--- src/design/icr_pkg.sv ---
// Package with the register map, field layout and timing constants of the config bank.
package icr_pkg;

	// Bus geometry: the word index sits in paddr[9:2].
	localparam int ADDR_W = 10;
	localparam int DATA_W = 32;

	// Register indices; byte address is four times the index.
	localparam logic [7:0] IDX_FLAT_ANGLE = 8'h67;
	localparam logic [7:0] IDX_FLAT_DELAY = 8'h68;
	localparam logic [7:0] IDX_FOC_SETUP = 8'h69;
	localparam logic [7:0] IDX_NVM_GATE = 8'h6a;
	localparam logic [7:0] IDX_PORT_SETUP = 8'h6b;
	localparam logic [7:0] IDX_PWR_TRIG = 8'h6c;
	localparam logic [7:0] IDX_PWR_STATUS = 8'h80;
	localparam logic [7:0] IDX_EVT_STATUS = 8'h81;
	localparam logic [7:0] IDX_EVT_MASK = 8'h82;
	localparam logic [7:0] IDX_LINE_MODE = 8'h83;

	// Reset values.
	localparam logic [7:0] RST_FLAT_ANGLE = 8'h08;
	localparam logic [7:0] RST_FLAT_DELAY = 8'h11;
	localparam logic [7:0] RST_ZERO = 8'h00;

	// Writable bits; reserved bits stay zero and read as zero.
	localparam logic [7:0] WM_FLAT_ANGLE = 8'h3f;
	localparam logic [7:0] WM_FLAT_DELAY = 8'h37;
	localparam logic [7:0] WM_FOC_SETUP = 8'h7f;
	localparam logic [7:0] WM_NVM_GATE = 8'h02;
	localparam logic [7:0] WM_PORT_SETUP = 8'h31;
	localparam logic [7:0] WM_PWR_TRIG = 8'h7f;
	localparam logic [7:0] WM_EVT = 8'h03;
	localparam logic [7:0] WM_LINE_MODE = 8'h03;

	// Field positions.
	localparam int THETA_LSB = 0;
	localparam int HYST_LSB = 0;
	localparam int HOLD_LSB = 4;
	localparam int FOC_Z_LSB = 0;
	localparam int FOC_GYR_BIT = 6;
	localparam int NVM_PERMIT_BIT = 1;
	localparam int THREE_WIRE_BIT = 0;
	localparam int PORT_MODE_LSB = 4;
	localparam int SLEEP_LSB = 0;
	localparam int WAKE_LSB = 3;
	localparam int DEPTH_BIT = 5;
	localparam int WAKE_INT_BIT = 6;

	// Encodings.
	localparam logic [1:0] PORT_I2C_STAB = 2'h1;
	localparam logic [1:0] PORT_AUTO_MAG = 2'h2;
	localparam logic [1:0] FOC_AXIS_OFF = 2'h0;
	localparam logic [1:0] HOLD_NONE = 2'h0;
	localparam logic [1:0] HOLD_ONE = 2'h1;
	localparam logic [1:0] HOLD_TWO = 2'h2;
	localparam logic [1:0] PMODE_NORMAL = 2'h1;
	localparam logic [1:0] PMODE_FAST = 2'h3;
	localparam logic [1:0] PMODE_SUSPEND = 2'h0;

	// Gyro power states.
	typedef enum logic [2:0] {
		PWR_NORMAL = 3'b001,
		PWR_FAST = 3'b010,
		PWR_SUSPEND = 3'b100
	} icr_pwr_state_t;

	// Flat hold time base unit.
	localparam int FLAT_HOLD_UNIT_MS = 640;
	localparam int CLK_FREQ_KHZ = 40000;
	localparam int FLAT_HOLD_UNIT_CYC = FLAT_HOLD_UNIT_MS * CLK_FREQ_KHZ;
	localparam int HOLD_CNT_W = 28;

	// Judges an interrupt line as a level or as a rising edge of the wanted polarity.
	function automatic logic icr_line_cond(input logic now, input logic prev,
		input logic edgeMode, input logic invert);
		return edgeMode ? ((now ^ invert) & ~(prev ^ invert)) : (now ^ invert);
	endfunction : icr_line_cond

endpackage : icr_pkg

--- src/design/icr_core_if.sv ---
// Interface carrying configuration and results between the register bank and its engines.
`timescale 1ns/1ps
interface icr_core_if;
	logic [5:0] theta;
	logic [2:0] hyst;
	logic [1:0] holdSel;
	logic flatState;
	logic flatEvt;
	logic [1:0] wakeSel;
	logic [2:0] sleepSel;
	logic sleepDeep;
	logic [1:0] lineEdge;
	logic [1:0] powerCode;
	logic wakeEvt;

	modport regs (output theta, hyst, holdSel, wakeSel, sleepSel, sleepDeep, lineEdge,
		input flatState, flatEvt, powerCode, wakeEvt);
	modport flat (input theta, hyst, holdSel, output flatState, flatEvt);
	modport trig (input wakeSel, sleepSel, sleepDeep, lineEdge, output powerCode, wakeEvt);
endinterface : icr_core_if

--- src/design/icr_config_regs.sv ---
// Top of the configuration register bank with APB slave, event status and engine hookup.
//
// What this block does
// Six-bit flat threshold angle covering zero to 44.8 degrees.
// Flat event only after flat state held 0, 640, 1280 or 2560 ms.
// Programmable hysteresis keeps the flat decision from chattering.
// Gyro fast offset enable runs compensation on all three gyro axes.
// Per accel axis target: 00 off, 01 plus 1 g, 10 minus 1 g, 11 zero.
// Non-volatile programming allowed only while the permit bit is one.
// Wire-count bit zero gives 4-wire SPI, one gives 3-wire SPI.
// Port arrangement: auto/off, I2C/stabilizer, auto/magnetometer, 11 reserved.
// Every triggered gyro transition updates the reported gyro power state.
// Wake on any-motion and/or line one; both enabled means both needed.
// Sleep on no-motion, line one idle or line two; any one suffices.
// When wake and sleep fire together, wake wins and sleep is ignored.
// Line conditions follow the edge or level setting of each line.
// Sleep goes to suspend when depth bit is one, else fast start-up.
// Wake interrupt bit one raises an interrupt on each gyro wake-up while event mask bit zero is one.
// Host writes zero to reserved bits and ignores their read value.
// Wake judged only in low power, sleep only in normal running.
//
// Register access over APB is this design's own decision.
`timescale 1ns/1ps
module icr_config_regs
	import icr_pkg::*;
#(
	parameter int HOLD_UNIT_CYC = FLAT_HOLD_UNIT_CYC
)
(
	input wire logic core_clk, // Core clock, 40 MHz.
	input wire logic sys_rst, // Synchronous reset, active high.
	input wire logic psel, // APB select.
	input wire logic penable, // APB enable.
	input wire logic pwrite, // APB direction, high for write.
	input wire logic [ADDR_W-1:0] paddr, // APB byte address.
	input wire logic [DATA_W-1:0] pwdata, // APB write data.
	output logic [DATA_W-1:0] prdata, // APB read data.
	output logic pready, // APB ready.
	output logic pslverr, // APB error on unmapped address.
	input wire logic [5:0] tiltAngle, // Tilt angle from the orientation path.
	input wire logic anyMotion, // Any-motion condition.
	input wire logic noMotion, // No-motion condition.
	input wire logic irqLineOne, // Interrupt line one level.
	input wire logic irqLineTwo, // Interrupt line two level.
	input wire logic nvmProgReq, // Request to program non-volatile memory.
	output logic nvmProgStrobe, // Gated programming request.
	output logic focGyroRun, // Gyro fast offset enabled.
	output logic [2:0] focAccAxisOn, // Accel axes with compensation on, x at bit 2.
	output logic [5:0] focAccTarget, // Accel targets, x in 5:4, z in 1:0.
	output logic threeWireSelect, // Primary port uses 3-wire SPI.
	output logic primaryI2c, // Primary port forced to I2C.
	output logic stabilizerLinkOn, // Secondary port used as stabilizer link.
	output logic magnetometerLinkOn, // Secondary port used for magnetometer.
	output logic [1:0] gyroPowerMode, // Reported gyro power mode.
	output logic flatState, // Qualified flat state.
	output logic irq // Interrupt, high while an unmasked event is pending.
);
	icr_core_if core ();

	logic [7:0] flatAngle_reg, flatAngle_next;
	logic [7:0] flatDelay_reg, flatDelay_next;
	logic [7:0] focSetup_reg, focSetup_next;
	logic [7:0] nvmGate_reg, nvmGate_next;
	logic [7:0] portSetup_reg, portSetup_next;
	logic [7:0] pwrTrig_reg, pwrTrig_next;
	logic [7:0] evtStatus_reg, evtStatus_next;
	logic [7:0] evtMask_reg, evtMask_next;
	logic [7:0] lineMode_reg, lineMode_next;
	logic [DATA_W-1:0] prdata_reg;
	logic [DATA_W-1:0] prdata_next;
	logic pready_reg;
	logic pready_next;
	logic pslverr_reg;
	logic pslverr_next;
	logic nvmStrobe_reg;
	logic nvmStrobe_next;
	logic focGyro_reg;
	logic [2:0] focAxisOn_reg;
	logic [2:0] focAxisOn_next;
	logic [5:0] focTarget_reg;
	logic threeWire_reg;
	logic primaryI2c_reg;
	logic stabLink_reg;
	logic magLink_reg;
	logic [1:0] pwrMode_reg;
	logic flatState_reg;
	logic irq_reg;
	logic irq_next;

	logic [7:0] regIdx;
	logic aligned;
	logic setupPhase;
	logic wrEn;
	logic selAngle, selDelay, selFoc, selNvm, selPort;
	logic selTrig, selPwrSt, selEvtSt, selMask, selLine;
	logic mapped;
	logic [7:0] wrByte;
	logic [7:0] rdByte;
	logic [7:0] pwrStatus;
	logic [7:0] evtSet;
	logic [7:0] evtClear;
	logic [1:0] portMode;

	// Address decode; a misaligned address matches nothing.
	assign regIdx = paddr[ADDR_W-1:2];
	assign aligned = (paddr[1:0] == 2'h0);
	assign selAngle = aligned && (regIdx == IDX_FLAT_ANGLE);
	assign selDelay = aligned && (regIdx == IDX_FLAT_DELAY);
	assign selFoc = aligned && (regIdx == IDX_FOC_SETUP);
	assign selNvm = aligned && (regIdx == IDX_NVM_GATE);
	assign selPort = aligned && (regIdx == IDX_PORT_SETUP);
	assign selTrig = aligned && (regIdx == IDX_PWR_TRIG);
	assign selPwrSt = aligned && (regIdx == IDX_PWR_STATUS);
	assign selEvtSt = aligned && (regIdx == IDX_EVT_STATUS);
	assign selMask = aligned && (regIdx == IDX_EVT_MASK);
	assign selLine = aligned && (regIdx == IDX_LINE_MODE);
	assign mapped = selAngle | selDelay | selFoc | selNvm | selPort | selTrig
		| selPwrSt | selEvtSt | selMask | selLine;

	// Phases: the reply is prepared in the setup cycle so pready stands one access cycle.
	assign setupPhase = psel && !penable;
	assign wrEn = psel && penable && pready_reg && pwrite;
	assign wrByte = pwdata[7:0];

	// Read mux; reserved bits were never stored, so they read as zero.
	assign pwrStatus = {5'h0, flatState_reg, pwrMode_reg};
	assign rdByte = selAngle ? flatAngle_reg
		: selDelay ? flatDelay_reg
		: selFoc ? focSetup_reg
		: selNvm ? nvmGate_reg
		: selPort ? portSetup_reg
		: selTrig ? pwrTrig_reg
		: selPwrSt ? pwrStatus
		: selEvtSt ? evtStatus_reg
		: selMask ? evtMask_reg
		: selLine ? lineMode_reg : 8'h00;
	assign prdata_next = setupPhase ? {24'h000000, rdByte} : prdata_reg;
	assign pready_next = setupPhase;
	assign pslverr_next = setupPhase && !mapped;

	// Register writes keep only the defined bits.
	assign flatAngle_next = (wrEn && selAngle) ? (wrByte & WM_FLAT_ANGLE) : flatAngle_reg;
	assign flatDelay_next = (wrEn && selDelay) ? (wrByte & WM_FLAT_DELAY) : flatDelay_reg;
	assign focSetup_next = (wrEn && selFoc) ? (wrByte & WM_FOC_SETUP) : focSetup_reg;
	assign nvmGate_next = (wrEn && selNvm) ? (wrByte & WM_NVM_GATE) : nvmGate_reg;
	assign portSetup_next = (wrEn && selPort) ? (wrByte & WM_PORT_SETUP) : portSetup_reg;
	assign pwrTrig_next = (wrEn && selTrig) ? (wrByte & WM_PWR_TRIG) : pwrTrig_reg;
	assign evtMask_next = (wrEn && selMask) ? (wrByte & WM_EVT) : evtMask_reg;
	assign lineMode_next = (wrEn && selLine) ? (wrByte & WM_LINE_MODE) : lineMode_reg;

	// Sticky events; a new event in the clearing cycle survives because set is ORed last.
	assign evtSet = {6'h00, core.flatEvt,
		core.wakeEvt && pwrTrig_reg[WAKE_INT_BIT]};
	assign evtClear = (wrEn && selEvtSt) ? (wrByte & WM_EVT) : 8'h00;
	assign evtStatus_next = (evtStatus_reg & ~evtClear) | evtSet;
	assign irq_next = |(evtStatus_reg & evtMask_reg);

	// Configuration fanned out to the engines.
	assign core.theta = flatAngle_reg[THETA_LSB +: 6];
	assign core.hyst = flatDelay_reg[HYST_LSB +: 3];
	assign core.holdSel = flatDelay_reg[HOLD_LSB +: 2];
	assign core.sleepSel = pwrTrig_reg[SLEEP_LSB +: 3];
	assign core.wakeSel = pwrTrig_reg[WAKE_LSB +: 2];
	assign core.sleepDeep = pwrTrig_reg[DEPTH_BIT];
	assign core.lineEdge = lineMode_reg[1:0];

	// Side outputs; the reserved arrangement code leaves every secondary use off.
	assign portMode = portSetup_reg[PORT_MODE_LSB +: 2];
	assign nvmStrobe_next = nvmProgReq && nvmGate_reg[NVM_PERMIT_BIT];
	assign focAxisOn_next = {focSetup_reg[FOC_Z_LSB + 4 +: 2] != FOC_AXIS_OFF,
		focSetup_reg[FOC_Z_LSB + 2 +: 2] != FOC_AXIS_OFF,
		focSetup_reg[FOC_Z_LSB +: 2] != FOC_AXIS_OFF};

	// Engines.
	icr_flat_detect #(
		.HOLD_UNIT_CYC(HOLD_UNIT_CYC)
	) flatEngine (
		.core_clk(core_clk),
		.sys_rst(sys_rst),
		.tiltAngle(tiltAngle),
		.core(core.flat)
	);

	icr_power_trigger powerEngine (
		.core_clk(core_clk),
		.sys_rst(sys_rst),
		.anyMotion(anyMotion),
		.noMotion(noMotion),
		.irqLineOne(irqLineOne),
		.irqLineTwo(irqLineTwo),
		.core(core.trig)
	);

	// Software-visible registers.
	always_ff @(posedge core_clk)
	begin
		if (sys_rst)
		begin
			flatAngle_reg <= RST_FLAT_ANGLE;
			flatDelay_reg <= RST_FLAT_DELAY;
			focSetup_reg <= RST_ZERO;
			nvmGate_reg <= RST_ZERO;
			portSetup_reg <= RST_ZERO;
			pwrTrig_reg <= RST_ZERO;
			evtStatus_reg <= RST_ZERO;
			evtMask_reg <= RST_ZERO;
			lineMode_reg <= RST_ZERO;
		end
		else
		begin
			flatAngle_reg <= flatAngle_next;
			flatDelay_reg <= flatDelay_next;
			focSetup_reg <= focSetup_next;
			nvmGate_reg <= nvmGate_next;
			portSetup_reg <= portSetup_next;
			pwrTrig_reg <= pwrTrig_next;
			evtStatus_reg <= evtStatus_next;
			evtMask_reg <= evtMask_next;
			lineMode_reg <= lineMode_next;
		end
	end

	// Bus reply registers.
	always_ff @(posedge core_clk)
	begin
		if (sys_rst)
		begin
			prdata_reg <= '0;
			pready_reg <= 1'b0;
			pslverr_reg <= 1'b0;
		end
		else
		begin
			prdata_reg <= prdata_next;
			pready_reg <= pready_next;
			pslverr_reg <= pslverr_next;
		end
	end

	// Output flops keep every top-level output glitch free.
	always_ff @(posedge core_clk)
	begin
		if (sys_rst)
		begin
			nvmStrobe_reg <= 1'b0;
			focGyro_reg <= 1'b0;
			focAxisOn_reg <= 3'h0;
			focTarget_reg <= 6'h00;
			threeWire_reg <= 1'b0;
			primaryI2c_reg <= 1'b0;
			stabLink_reg <= 1'b0;
			magLink_reg <= 1'b0;
			pwrMode_reg <= PMODE_NORMAL;
			flatState_reg <= 1'b0;
			irq_reg <= 1'b0;
		end
		else
		begin
			nvmStrobe_reg <= nvmStrobe_next;
			focGyro_reg <= focSetup_reg[FOC_GYR_BIT];
			focAxisOn_reg <= focAxisOn_next;
			focTarget_reg <= focSetup_reg[FOC_Z_LSB +: 6];
			threeWire_reg <= portSetup_reg[THREE_WIRE_BIT];
			primaryI2c_reg <= (portMode == PORT_I2C_STAB);
			stabLink_reg <= (portMode == PORT_I2C_STAB);
			magLink_reg <= (portMode == PORT_AUTO_MAG);
			pwrMode_reg <= core.powerCode;
			flatState_reg <= core.flatState;
			irq_reg <= irq_next;
		end
	end

	assign prdata = prdata_reg;
	assign pready = pready_reg;
	assign pslverr = pslverr_reg;
	assign nvmProgStrobe = nvmStrobe_reg;
	assign focGyroRun = focGyro_reg;
	assign focAccAxisOn = focAxisOn_reg;
	assign focAccTarget = focTarget_reg;
	assign threeWireSelect = threeWire_reg;
	assign primaryI2c = primaryI2c_reg;
	assign stabilizerLinkOn = stabLink_reg;
	assign magnetometerLinkOn = magLink_reg;
	assign gyroPowerMode = pwrMode_reg;
	assign flatState = flatState_reg;
	assign irq = irq_reg;
endmodule : icr_config_regs

--- src/design/icr_flat_detect.sv ---
// Flat position decision with hysteresis and hold-time qualification.
`timescale 1ns/1ps
module icr_flat_detect
	import icr_pkg::*;
#(
	parameter int HOLD_UNIT_CYC = FLAT_HOLD_UNIT_CYC
)
(
	input wire logic core_clk, // Core clock.
	input wire logic sys_rst, // Synchronous reset, active high.
	input wire logic [5:0] tiltAngle, // Tilt angle code, same scale as threshold.
	icr_core_if.flat core // Flat configuration and results.
);
	logic rawFlat_reg;
	logic rawFlat_next;
	logic seenFlat_reg;
	logic seenFlat_next;
	logic evt_reg;
	logic evt_next;
	logic [HOLD_CNT_W-1:0] holdCnt_reg;
	logic [HOLD_CNT_W-1:0] holdCnt_next;
	logic [HOLD_CNT_W-1:0] holdTarget;
	logic [6:0] enterLimit;
	logic [6:0] exitLimit;
	logic settled;
	logic [HOLD_CNT_W-1:0] unitCyc;

	// Once flat, the angle must pass threshold plus hysteresis to leave, which stops chatter.
	assign enterLimit = {1'b0, core.theta};
	assign exitLimit = enterLimit + {4'h0, core.hyst};
	assign rawFlat_next = rawFlat_reg ? ({1'b0, tiltAngle} <= exitLimit)
		: ({1'b0, tiltAngle} <= enterLimit);

	// Hold target is zero, one, two or four time units.
	assign unitCyc = HOLD_CNT_W'(HOLD_UNIT_CYC);
	assign holdTarget = (core.holdSel == HOLD_NONE) ? '0
		: (core.holdSel == HOLD_ONE) ? unitCyc
		: (core.holdSel == HOLD_TWO) ? (unitCyc << 1) : (unitCyc << 2);
	assign settled = (rawFlat_next == rawFlat_reg) && (holdCnt_reg >= holdTarget);
	assign holdCnt_next = (rawFlat_next != rawFlat_reg) ? '0
		: (holdCnt_reg < holdTarget) ? holdCnt_reg + 1'b1 : holdCnt_reg;
	assign seenFlat_next = (settled && (rawFlat_reg != seenFlat_reg)) ? rawFlat_reg
		: seenFlat_reg;
	assign evt_next = settled && (rawFlat_reg != seenFlat_reg);

	// State registers.
	always_ff @(posedge core_clk)
	begin
		if (sys_rst)
		begin
			rawFlat_reg <= 1'b0;
			seenFlat_reg <= 1'b0;
			evt_reg <= 1'b0;
			holdCnt_reg <= '0;
		end
		else
		begin
			rawFlat_reg <= rawFlat_next;
			seenFlat_reg <= seenFlat_next;
			evt_reg <= evt_next;
			holdCnt_reg <= holdCnt_next;
		end
	end

	assign core.flatState = seenFlat_reg;
	assign core.flatEvt = evt_reg;
endmodule : icr_flat_detect

--- src/design/icr_power_trigger.sv ---
// Gyro power-mode engine driven by wake-up and sleep trigger conditions.
`timescale 1ns/1ps
module icr_power_trigger
	import icr_pkg::*;
(
	input wire logic core_clk, // Core clock.
	input wire logic sys_rst, // Synchronous reset, active high.
	input wire logic anyMotion, // Any-motion detector output.
	input wire logic noMotion, // No-motion detector output.
	input wire logic irqLineOne, // Level of interrupt line one.
	input wire logic irqLineTwo, // Level of interrupt line two.
	icr_core_if.trig core // Trigger configuration and results.
);
	icr_pwr_state_t state_reg;
	icr_pwr_state_t state_next;
	logic lineOnePrev_reg;
	logic lineTwoPrev_reg;
	logic [1:0] code_reg;
	logic [1:0] code_next;
	logic wakeEvt_reg;
	logic wakeHit;
	logic sleepHit;
	logic lineOneAct;
	logic lineOneIdle;
	logic lineTwoAct;
	logic lowPower;

	// Line conditions honour the edge or level signalling of each line.
	assign lineOneAct = icr_line_cond(irqLineOne, lineOnePrev_reg, core.lineEdge[0], 1'b0);
	assign lineOneIdle = icr_line_cond(irqLineOne, lineOnePrev_reg, core.lineEdge[0], 1'b1);
	assign lineTwoAct = icr_line_cond(irqLineTwo, lineTwoPrev_reg, core.lineEdge[1], 1'b0);

	// Wake conditions are ANDed, sleep conditions ORed; an empty selection never fires.
	assign wakeHit = (core.wakeSel != 2'h0) && (!core.wakeSel[1] || anyMotion)
		&& (!core.wakeSel[0] || lineOneAct);
	assign sleepHit = |(core.sleepSel & {noMotion, lineOneIdle, lineTwoAct});
	assign lowPower = (state_reg != PWR_NORMAL);

	// Next state: wake only from low power, sleep only from normal, and wake beats sleep.
	always_comb
	begin
		state_next = state_reg;
		case (state_reg)
			PWR_NORMAL:
			begin
				if (sleepHit && !wakeHit)
					state_next = core.sleepDeep ? PWR_SUSPEND : PWR_FAST;
			end
			PWR_FAST, PWR_SUSPEND:
			begin
				if (wakeHit)
					state_next = PWR_NORMAL;
			end
			default:
				state_next = PWR_NORMAL;
		endcase
	end

	assign code_next = (state_next == PWR_NORMAL) ? PMODE_NORMAL
		: (state_next == PWR_FAST) ? PMODE_FAST : PMODE_SUSPEND;

	// State, reported mode and edge history.
	always_ff @(posedge core_clk)
	begin
		if (sys_rst)
		begin
			state_reg <= PWR_NORMAL;
			code_reg <= PMODE_NORMAL;
			wakeEvt_reg <= 1'b0;
			lineOnePrev_reg <= 1'b0;
			lineTwoPrev_reg <= 1'b0;
		end
		else
		begin
			state_reg <= state_next;
			code_reg <= code_next;
			wakeEvt_reg <= lowPower && wakeHit;
			lineOnePrev_reg <= irqLineOne;
			lineTwoPrev_reg <= irqLineTwo;
		end
	end

	assign core.powerCode = code_reg;
	assign core.wakeEvt = wakeEvt_reg;
endmodule : icr_power_trigger

--- config.mk ---
export PLATFORM = sky130hd
export DESIGN_NAME = icr_config_regs
export DESIGN_NICKNAME = d
export VERILOG_FILES = /design/src/design/icr_pkg.sv /design/src/design/icr_core_if.sv /design/src/design/icr_config_regs.sv /design/src/design/icr_flat_detect.sv /design/src/design/icr_power_trigger.sv
export SDC_FILE = /design/constraint.sdc
export NUM_CORES = 1
export LEC_CHECK = 0
export ABC_AREA = 1
export BUFFER_PORTS_ARGS = -buffer_cell sky130_fd_sc_hd__buf_4
export CAP_MARGIN = 5
export CORE_MARGIN = 4
export CORE_UTILIZATION = 50
export DETAILED_ROUTE_END_ITERATION = 16
export HOLD_SLACK_MARGIN = 0.06
export PLACE_DENSITY = 0.85
export SLEW_MARGIN = 40
export SYNTH_ARGS = -nofsm -noshare
export SYNTH_HDL_FRONTEND = slang
export SYNTH_SLANG_ARGS = --single-unit
export TNS_END_PERCENT = 50
--- constraint.sdc ---
create_clock -name core_clk -period 2.8 [get_ports core_clk]
set_clock_uncertainty 0.1 [all_clocks]
set_input_delay 0 -clock core_clk [delete_from_list [all_inputs] [get_ports core_clk]]
set_output_delay 0 -clock core_clk [all_outputs]
set_load 0.05 [all_outputs]
## After elaboration in Yosys (flattened, before gate mapping)

Index checks and enable logic that the tools add are counted.

- $add $sub $neg: 2
- Magnitude comparators: 4
- Eq/ne operators: 23
- Mux-type cells: 23
- Bitwise gates (word level): 20
- Reduce and logical (&&, ||, !) cells: 50

Operators with widths:

| operator | count |
|---|---|
| 8-bit two-way mux | 8 |
| 28-bit two-way mux | 2 |
| 8-bit by 7-bit == test with 1-bit output, second input constant | 6 |
| 8-bit == test, second input constant | 4 |
| 1-bit logical AND | 32 |
| 28-bit by 1-bit adder with 28-bit output, second input constant | 1 |
| 28-bit >= comparator | 1 |
| 28-bit less-than comparator | 1 |
| 27-bit two-way mux | 1 |
| 3-bit two-way mux | 3 |
| 1-bit OR | 9 |
| 8-bit by 2-bit AND with 8-bit output | 1 |
| 8-bit AND | 1 |
| 2-bit two-way mux | 4 |
| 2-bit NOT with 8-bit output | 1 |
| 8-bit by 2-bit OR with 8-bit output | 1 |
| 2-bit nonzero test | 4 |
| 8-bit OR reduction | 1 |
| 6-bit by 3-bit adder with 7-bit output | 1 |
| 6-bit by 7-bit <= comparator with 1-bit output | 1 |
| 3-bit by 1-bit == test with 1-bit output, second input constant | 2 |
| 3-bit by 2-bit == test with 1-bit output, second input constant | 2 |
| 6-bit <= comparator | 1 |
| 3-bit case mux with 2 select lines | 1 |
| 15 further kinds | 33 |

- Register bits: 108
- Input port bits: 58
- Output and inout port bits: 53
- Word-level logic and storage cells: 153

## Logic depth before layout (Yosys ltp)

- Depth in word-level cells: 13
- Mapped depth: 19
- Gate-level depth less buffers: 19

## Hierarchy

Synthesis repeated with hierarchy kept, for this count alone.

- Cell total of the unflattened synthesis: 889
- Area total of the unflattened synthesis: 6172.2 um^2

By module, submodules not included:

| module | times used | cells an instance | area an instance (um^2) | seq. area each (um^2) |
|---|---|---|---|---|
| icr_flat_detect | 1 | 457 | 2909.0 | 620.6 |
| icr_config_regs | 1 | 383 | 2897.8 | 1241.2 |
| icr_power_trigger | 1 | 49 | 365.4 | 160.2 |

## Worst setup path after synthesis

OpenSTA, ideal clock, no wires.

- Path type: flip-flop to flip-flop
- From: reg flatDelay_reg[2]
- To: reg flatEngine.holdCnt_reg[12]
- Library setup time: 70 ps
- Arrival: 2562 ps
- Data required time: 2630 ps
- Setup slack: 68 ps
- Cell stages (with the launch flop): 19
- Buffers on the path: 1
- Period minus slack after synthesis: 2732 ps
- Cells stage by stage: dfxtp_1 ha_1 a21oi_1 inv_1 a31oi_1 or2_2 nor2_1 xor2_1 ha_1 nand2_1 inv_1 a221oi_1 nand2_1 nand2_1 nand2_2 nor2_4 inv_2 buf_4 a21oi_1

- Word-level cells in the longest chain between the ends: 5

Ends and longest elaborated chain:

| element | line | source |
|---|---|---|
| from (decl) | icr_config_regs.sv:61 | `logic [7:0] flatDelay_reg, flatDelay_next;` |
| from (signal assigned) | icr_config_regs.sv:212 | `flatDelay_reg <= flatDelay_next;` |
| 6-bit by 3-bit adder with 7-bit output | icr_flat_detect.sv:30 | `assign exitLimit = enterLimit + {4'h0, core.hyst};` |
| 6-bit by 7-bit <= comparator with 1-bit output | icr_flat_detect.sv:31 | `assign rawFlat_next = rawFlat_reg ? ({1'b0, tiltAngle} <= exitLimit)` |
| 1-bit two-way mux | icr_flat_detect.sv:31 |  |
| 1-bit inequality test | icr_flat_detect.sv:40 | `assign holdCnt_next = (rawFlat_next != rawFlat_reg) ? '0` |
| 2-bit OR reduction (no line) | - |  |
| to (signal assigned) | icr_flat_detect.sv:61 | `holdCnt_reg <= holdCnt_next;` |
| to (decl) | icr_flat_detect.sv:20 | `logic [HOLD_CNT_W-1:0] holdCnt_reg;` |

No other way between the ends.
A chain may end at the register's enable or synchronous reset.

## Worst setup path in the final report

- From: reg flatDelay_reg[2]
- To: reg flatEngine.holdCnt_reg[21]

Same word-level chain as after synthesis.

==> summary.txt <==
Status
  – Outcome: finished with violations
  – Failing checks: setup timing

Final layout
  – Filler Cells Inserted: 919
  – Area grow syn2layout: 24.3%
  – Ant diodes: 0
  – Fraction of layout cells with a size suffix above 1: 0.195
  – Nets: 987
  – Max reg flops: 28
  – Final Util: 0.644

Yosys
  – Warnings from Yosys: 0
  – Synthesized area: 5720 µm²
  – Netlist cell types: 46
  – Seq/Total Area, Yosys: 0.354
  – Count leader, synth: nand2_1
  – Synthesized area per cell: 7.21 µm²
  – Area leader, netlist: dfxtp_1
  – Ys flop type: dfxtp_1
  – Post-Synthesis Cells: 793
  – Synth area leaders: dfxtp_1, nand2_1, ha_1
  – Post-synth ARST share: 0
  – Post-synth top area share: 0.354
  – Top post-synthesis cells by count: nand2_1, dfxtp_1, inv_1, a21oi_1, nor2_1
  – Flops & latches, synth: 101
  – Number of flops mapped to enable cells by yosys: 0

Clocking
  – CTS H-tree lvls: 3
  – TritonCTS clock tree: done
  – Clock sink count: 101
  – Clock latency on the worst-skew pair: 0.36 ns
  – Max Root-Sink Buffers: 2
  – Clock slew at reported path FFs: 0.08 ns
  – Clock root buffer: clkbuf_16
  – CTS buffer count: 9

Routing
  – ANT nets after route: 0
  – Routed WL per cell: 15.0 µm
  – Vias/cell: 5.38
  – Vias: 5593
  – Drt pass-1 iters: 5
  – DRT Wirelength: 15600 µm
  – DRC violations left: 0
  – DRT iter0 DRCs: 548

Timing
  – Hold Slack: 0.0966 ns
  – Tmin final: 2.89 ns
  – Max Fclk: 346 MHz
  – Final period utilization: 1.03
  – Final number of hold-violating endpoints: 0
  – RSZ-0062 raised after global routing: yes
  – Final setup slack of the worst path: -0.0937 ns
  – Finish-stage setup viols: 30
  – Final Max Slew Viols: 0

GRT
  – Grt ovf: 0
  – Met3 GRT Util: 0.0521
  – GRT Overall Usage: 0.230
  – Global-route wire length before repair: 24600 µm
  – GR met2 Demand/Resource: 0.387
  – Met1 Track Usage GR: 0.288
  – Busiest grt layer: met2
  – Initial antenna violation count: 0
  – Largest net degree at the start of global routing: 34
  – Number of global-route vias before repair: 5303

Die
  – Std cell rows: 38
  – CORE AREA: 11000 µm²
  – Chip width: 115 µm
  – Die area: 13200 µm²
  – Initial core utilization: 0.518
  – Die Ht: 115 µm
  – I/O pin total: 111

Setup path
  – CP max FO: 7
  – Setup crit end kind: register
  – Crit start category: register
  – Worst EP arrival: 3.09 ns
  – WP data required: 3.00 ns
  – Crit Path Category: register to register

Placed design
  – IO buf count: 60
  – DP HPWL: 10900 µm
  – Worst slack, placed: -0.0948 ns
  – Placer congestion estimate: 0.996

Pwr
  – Total Power: 3.07 mW
  – PwrDens: 432 nW/µm²
  – Leak: 3.04 nW
  – Peak VDD IR: 0.584 mV

Run
  – Total of max-cap violations: 0

Hold path
  – Min-Delay Path Class: input port to register
==> layer usage <==
metal	share of wire	vias to the layer above
met5	0	-
met4	0.030	0
met3	0.073	42
met2	0.49	224
met1	0.41	2569
li1	-	2758
==> where the power goes <==
part	switching, mW	internal (mW)
Combinational	0.230	0.118
Sequential	0.00775	1.44
Clock	0.633	0.638
==> final timing paths <==
kind                                                                from                                 endpoint  slack (ns)  cells past startpoint
worst min-delay path                                            paddr[0]                   prdata[1]$_SDFFE_PP0P_         0.1                      7
worst max register to register             flatDelay_reg[2]$_SDFFE_PP0P_  flatEngine.holdCnt_reg[21]$_SDFFE_PP0P_       -0.09                     17
worst min register to register  powerEngine.core.powerCode[1]$_SDFF_PP0_              gyroPowerMode[1]$_SDFF_PP0_        0.31                      2
worst max-delay path                       flatDelay_reg[2]$_SDFFE_PP0P_  flatEngine.holdCnt_reg[21]$_SDFFE_PP0P_       -0.09                     17
==> cells by family after synthesis <==
group,count (synthesis),synth area share
AND/OR/NAND/NOR,340,0.276
flip-flops,101,0.354
buffers and inverters,143,0.119
adder cells (fa/ha/maj),35,0.0779
AO/OA/AOI/OAI,151,0.139
other,1,0.000656
XOR/XNOR,22,0.0337
==> layout make-up <==
class | instances | area [µm²] | area share
Multi-Input combinational cell | 573 | 3270 | 0.461
Sequential cell | 101 | 2030 | 0.286
Timing Repair Buffer | 111 | 955 | 0.134
Inverter | 98 | 370 | 0.0521
Clock inverter | 7 | 76.3 | 0.0107
Tap cell | 140 | 175 | 0.0246
Clock buffer | 9 | 225 | 0.0317
==> stage by stage <==
step	instance area (µm²)	TNS (ns)	cells
after global placement	6270	0	987
after floorplan	5810	0	817
after CTS	6920	-0.0119	1035
final	7110	-1.79	1039
after global routing	7110	-6.49	1039
after detailed placement	6270	-1.91	987
==> cells in the final DEF (no fill, tap or decap), types with 10 or more instances in the layout <==
cell           instances
dfxtp_1               96
ha_1                  31
a21oi_2               26
clkbuf_16             10
nand2_1              160
o21ai_0               47
inv_1                 89
dlygate4sd3_1         25
xor2_1                18
nand3_1               37
nand4_1               18
conb_1                25
buf_4                 81
a21oi_1               57
nor2_1                66
nor3_1                24
==> worst max-delay path, stage by stage (launching register included) <==
cell       delay (ns)
dfxtp_2          0.34
ha_4             0.27
buf_6            0.10
a31oi_4          0.07
or2_4            0.25
nor2_4           0.10
xor2_1           0.17
ha_1             0.28
nand2_1          0.08
inv_2            0.05
a221oi_2         0.24
nand2_1          0.13
nand2_2          0.09
nand2_2          0.07
nor2_4           0.14
inv_4            0.08
clkbuf_16        0.17
a21oi_2          0.10
==> what timing repair did <==
action | 4_1_cts | 5_1_grt
gates resized for setup | 11 | 38
pin swaps | 6 | 12
setup buffers | 7 | 3
hold endpoints to repair | 64 | 0
endpoints found under the setup margin | 28 | 31
hold buffers | 25 | 0
cloned | 0 | 1
Note: power is estimated with default switching activity, not from simulation.
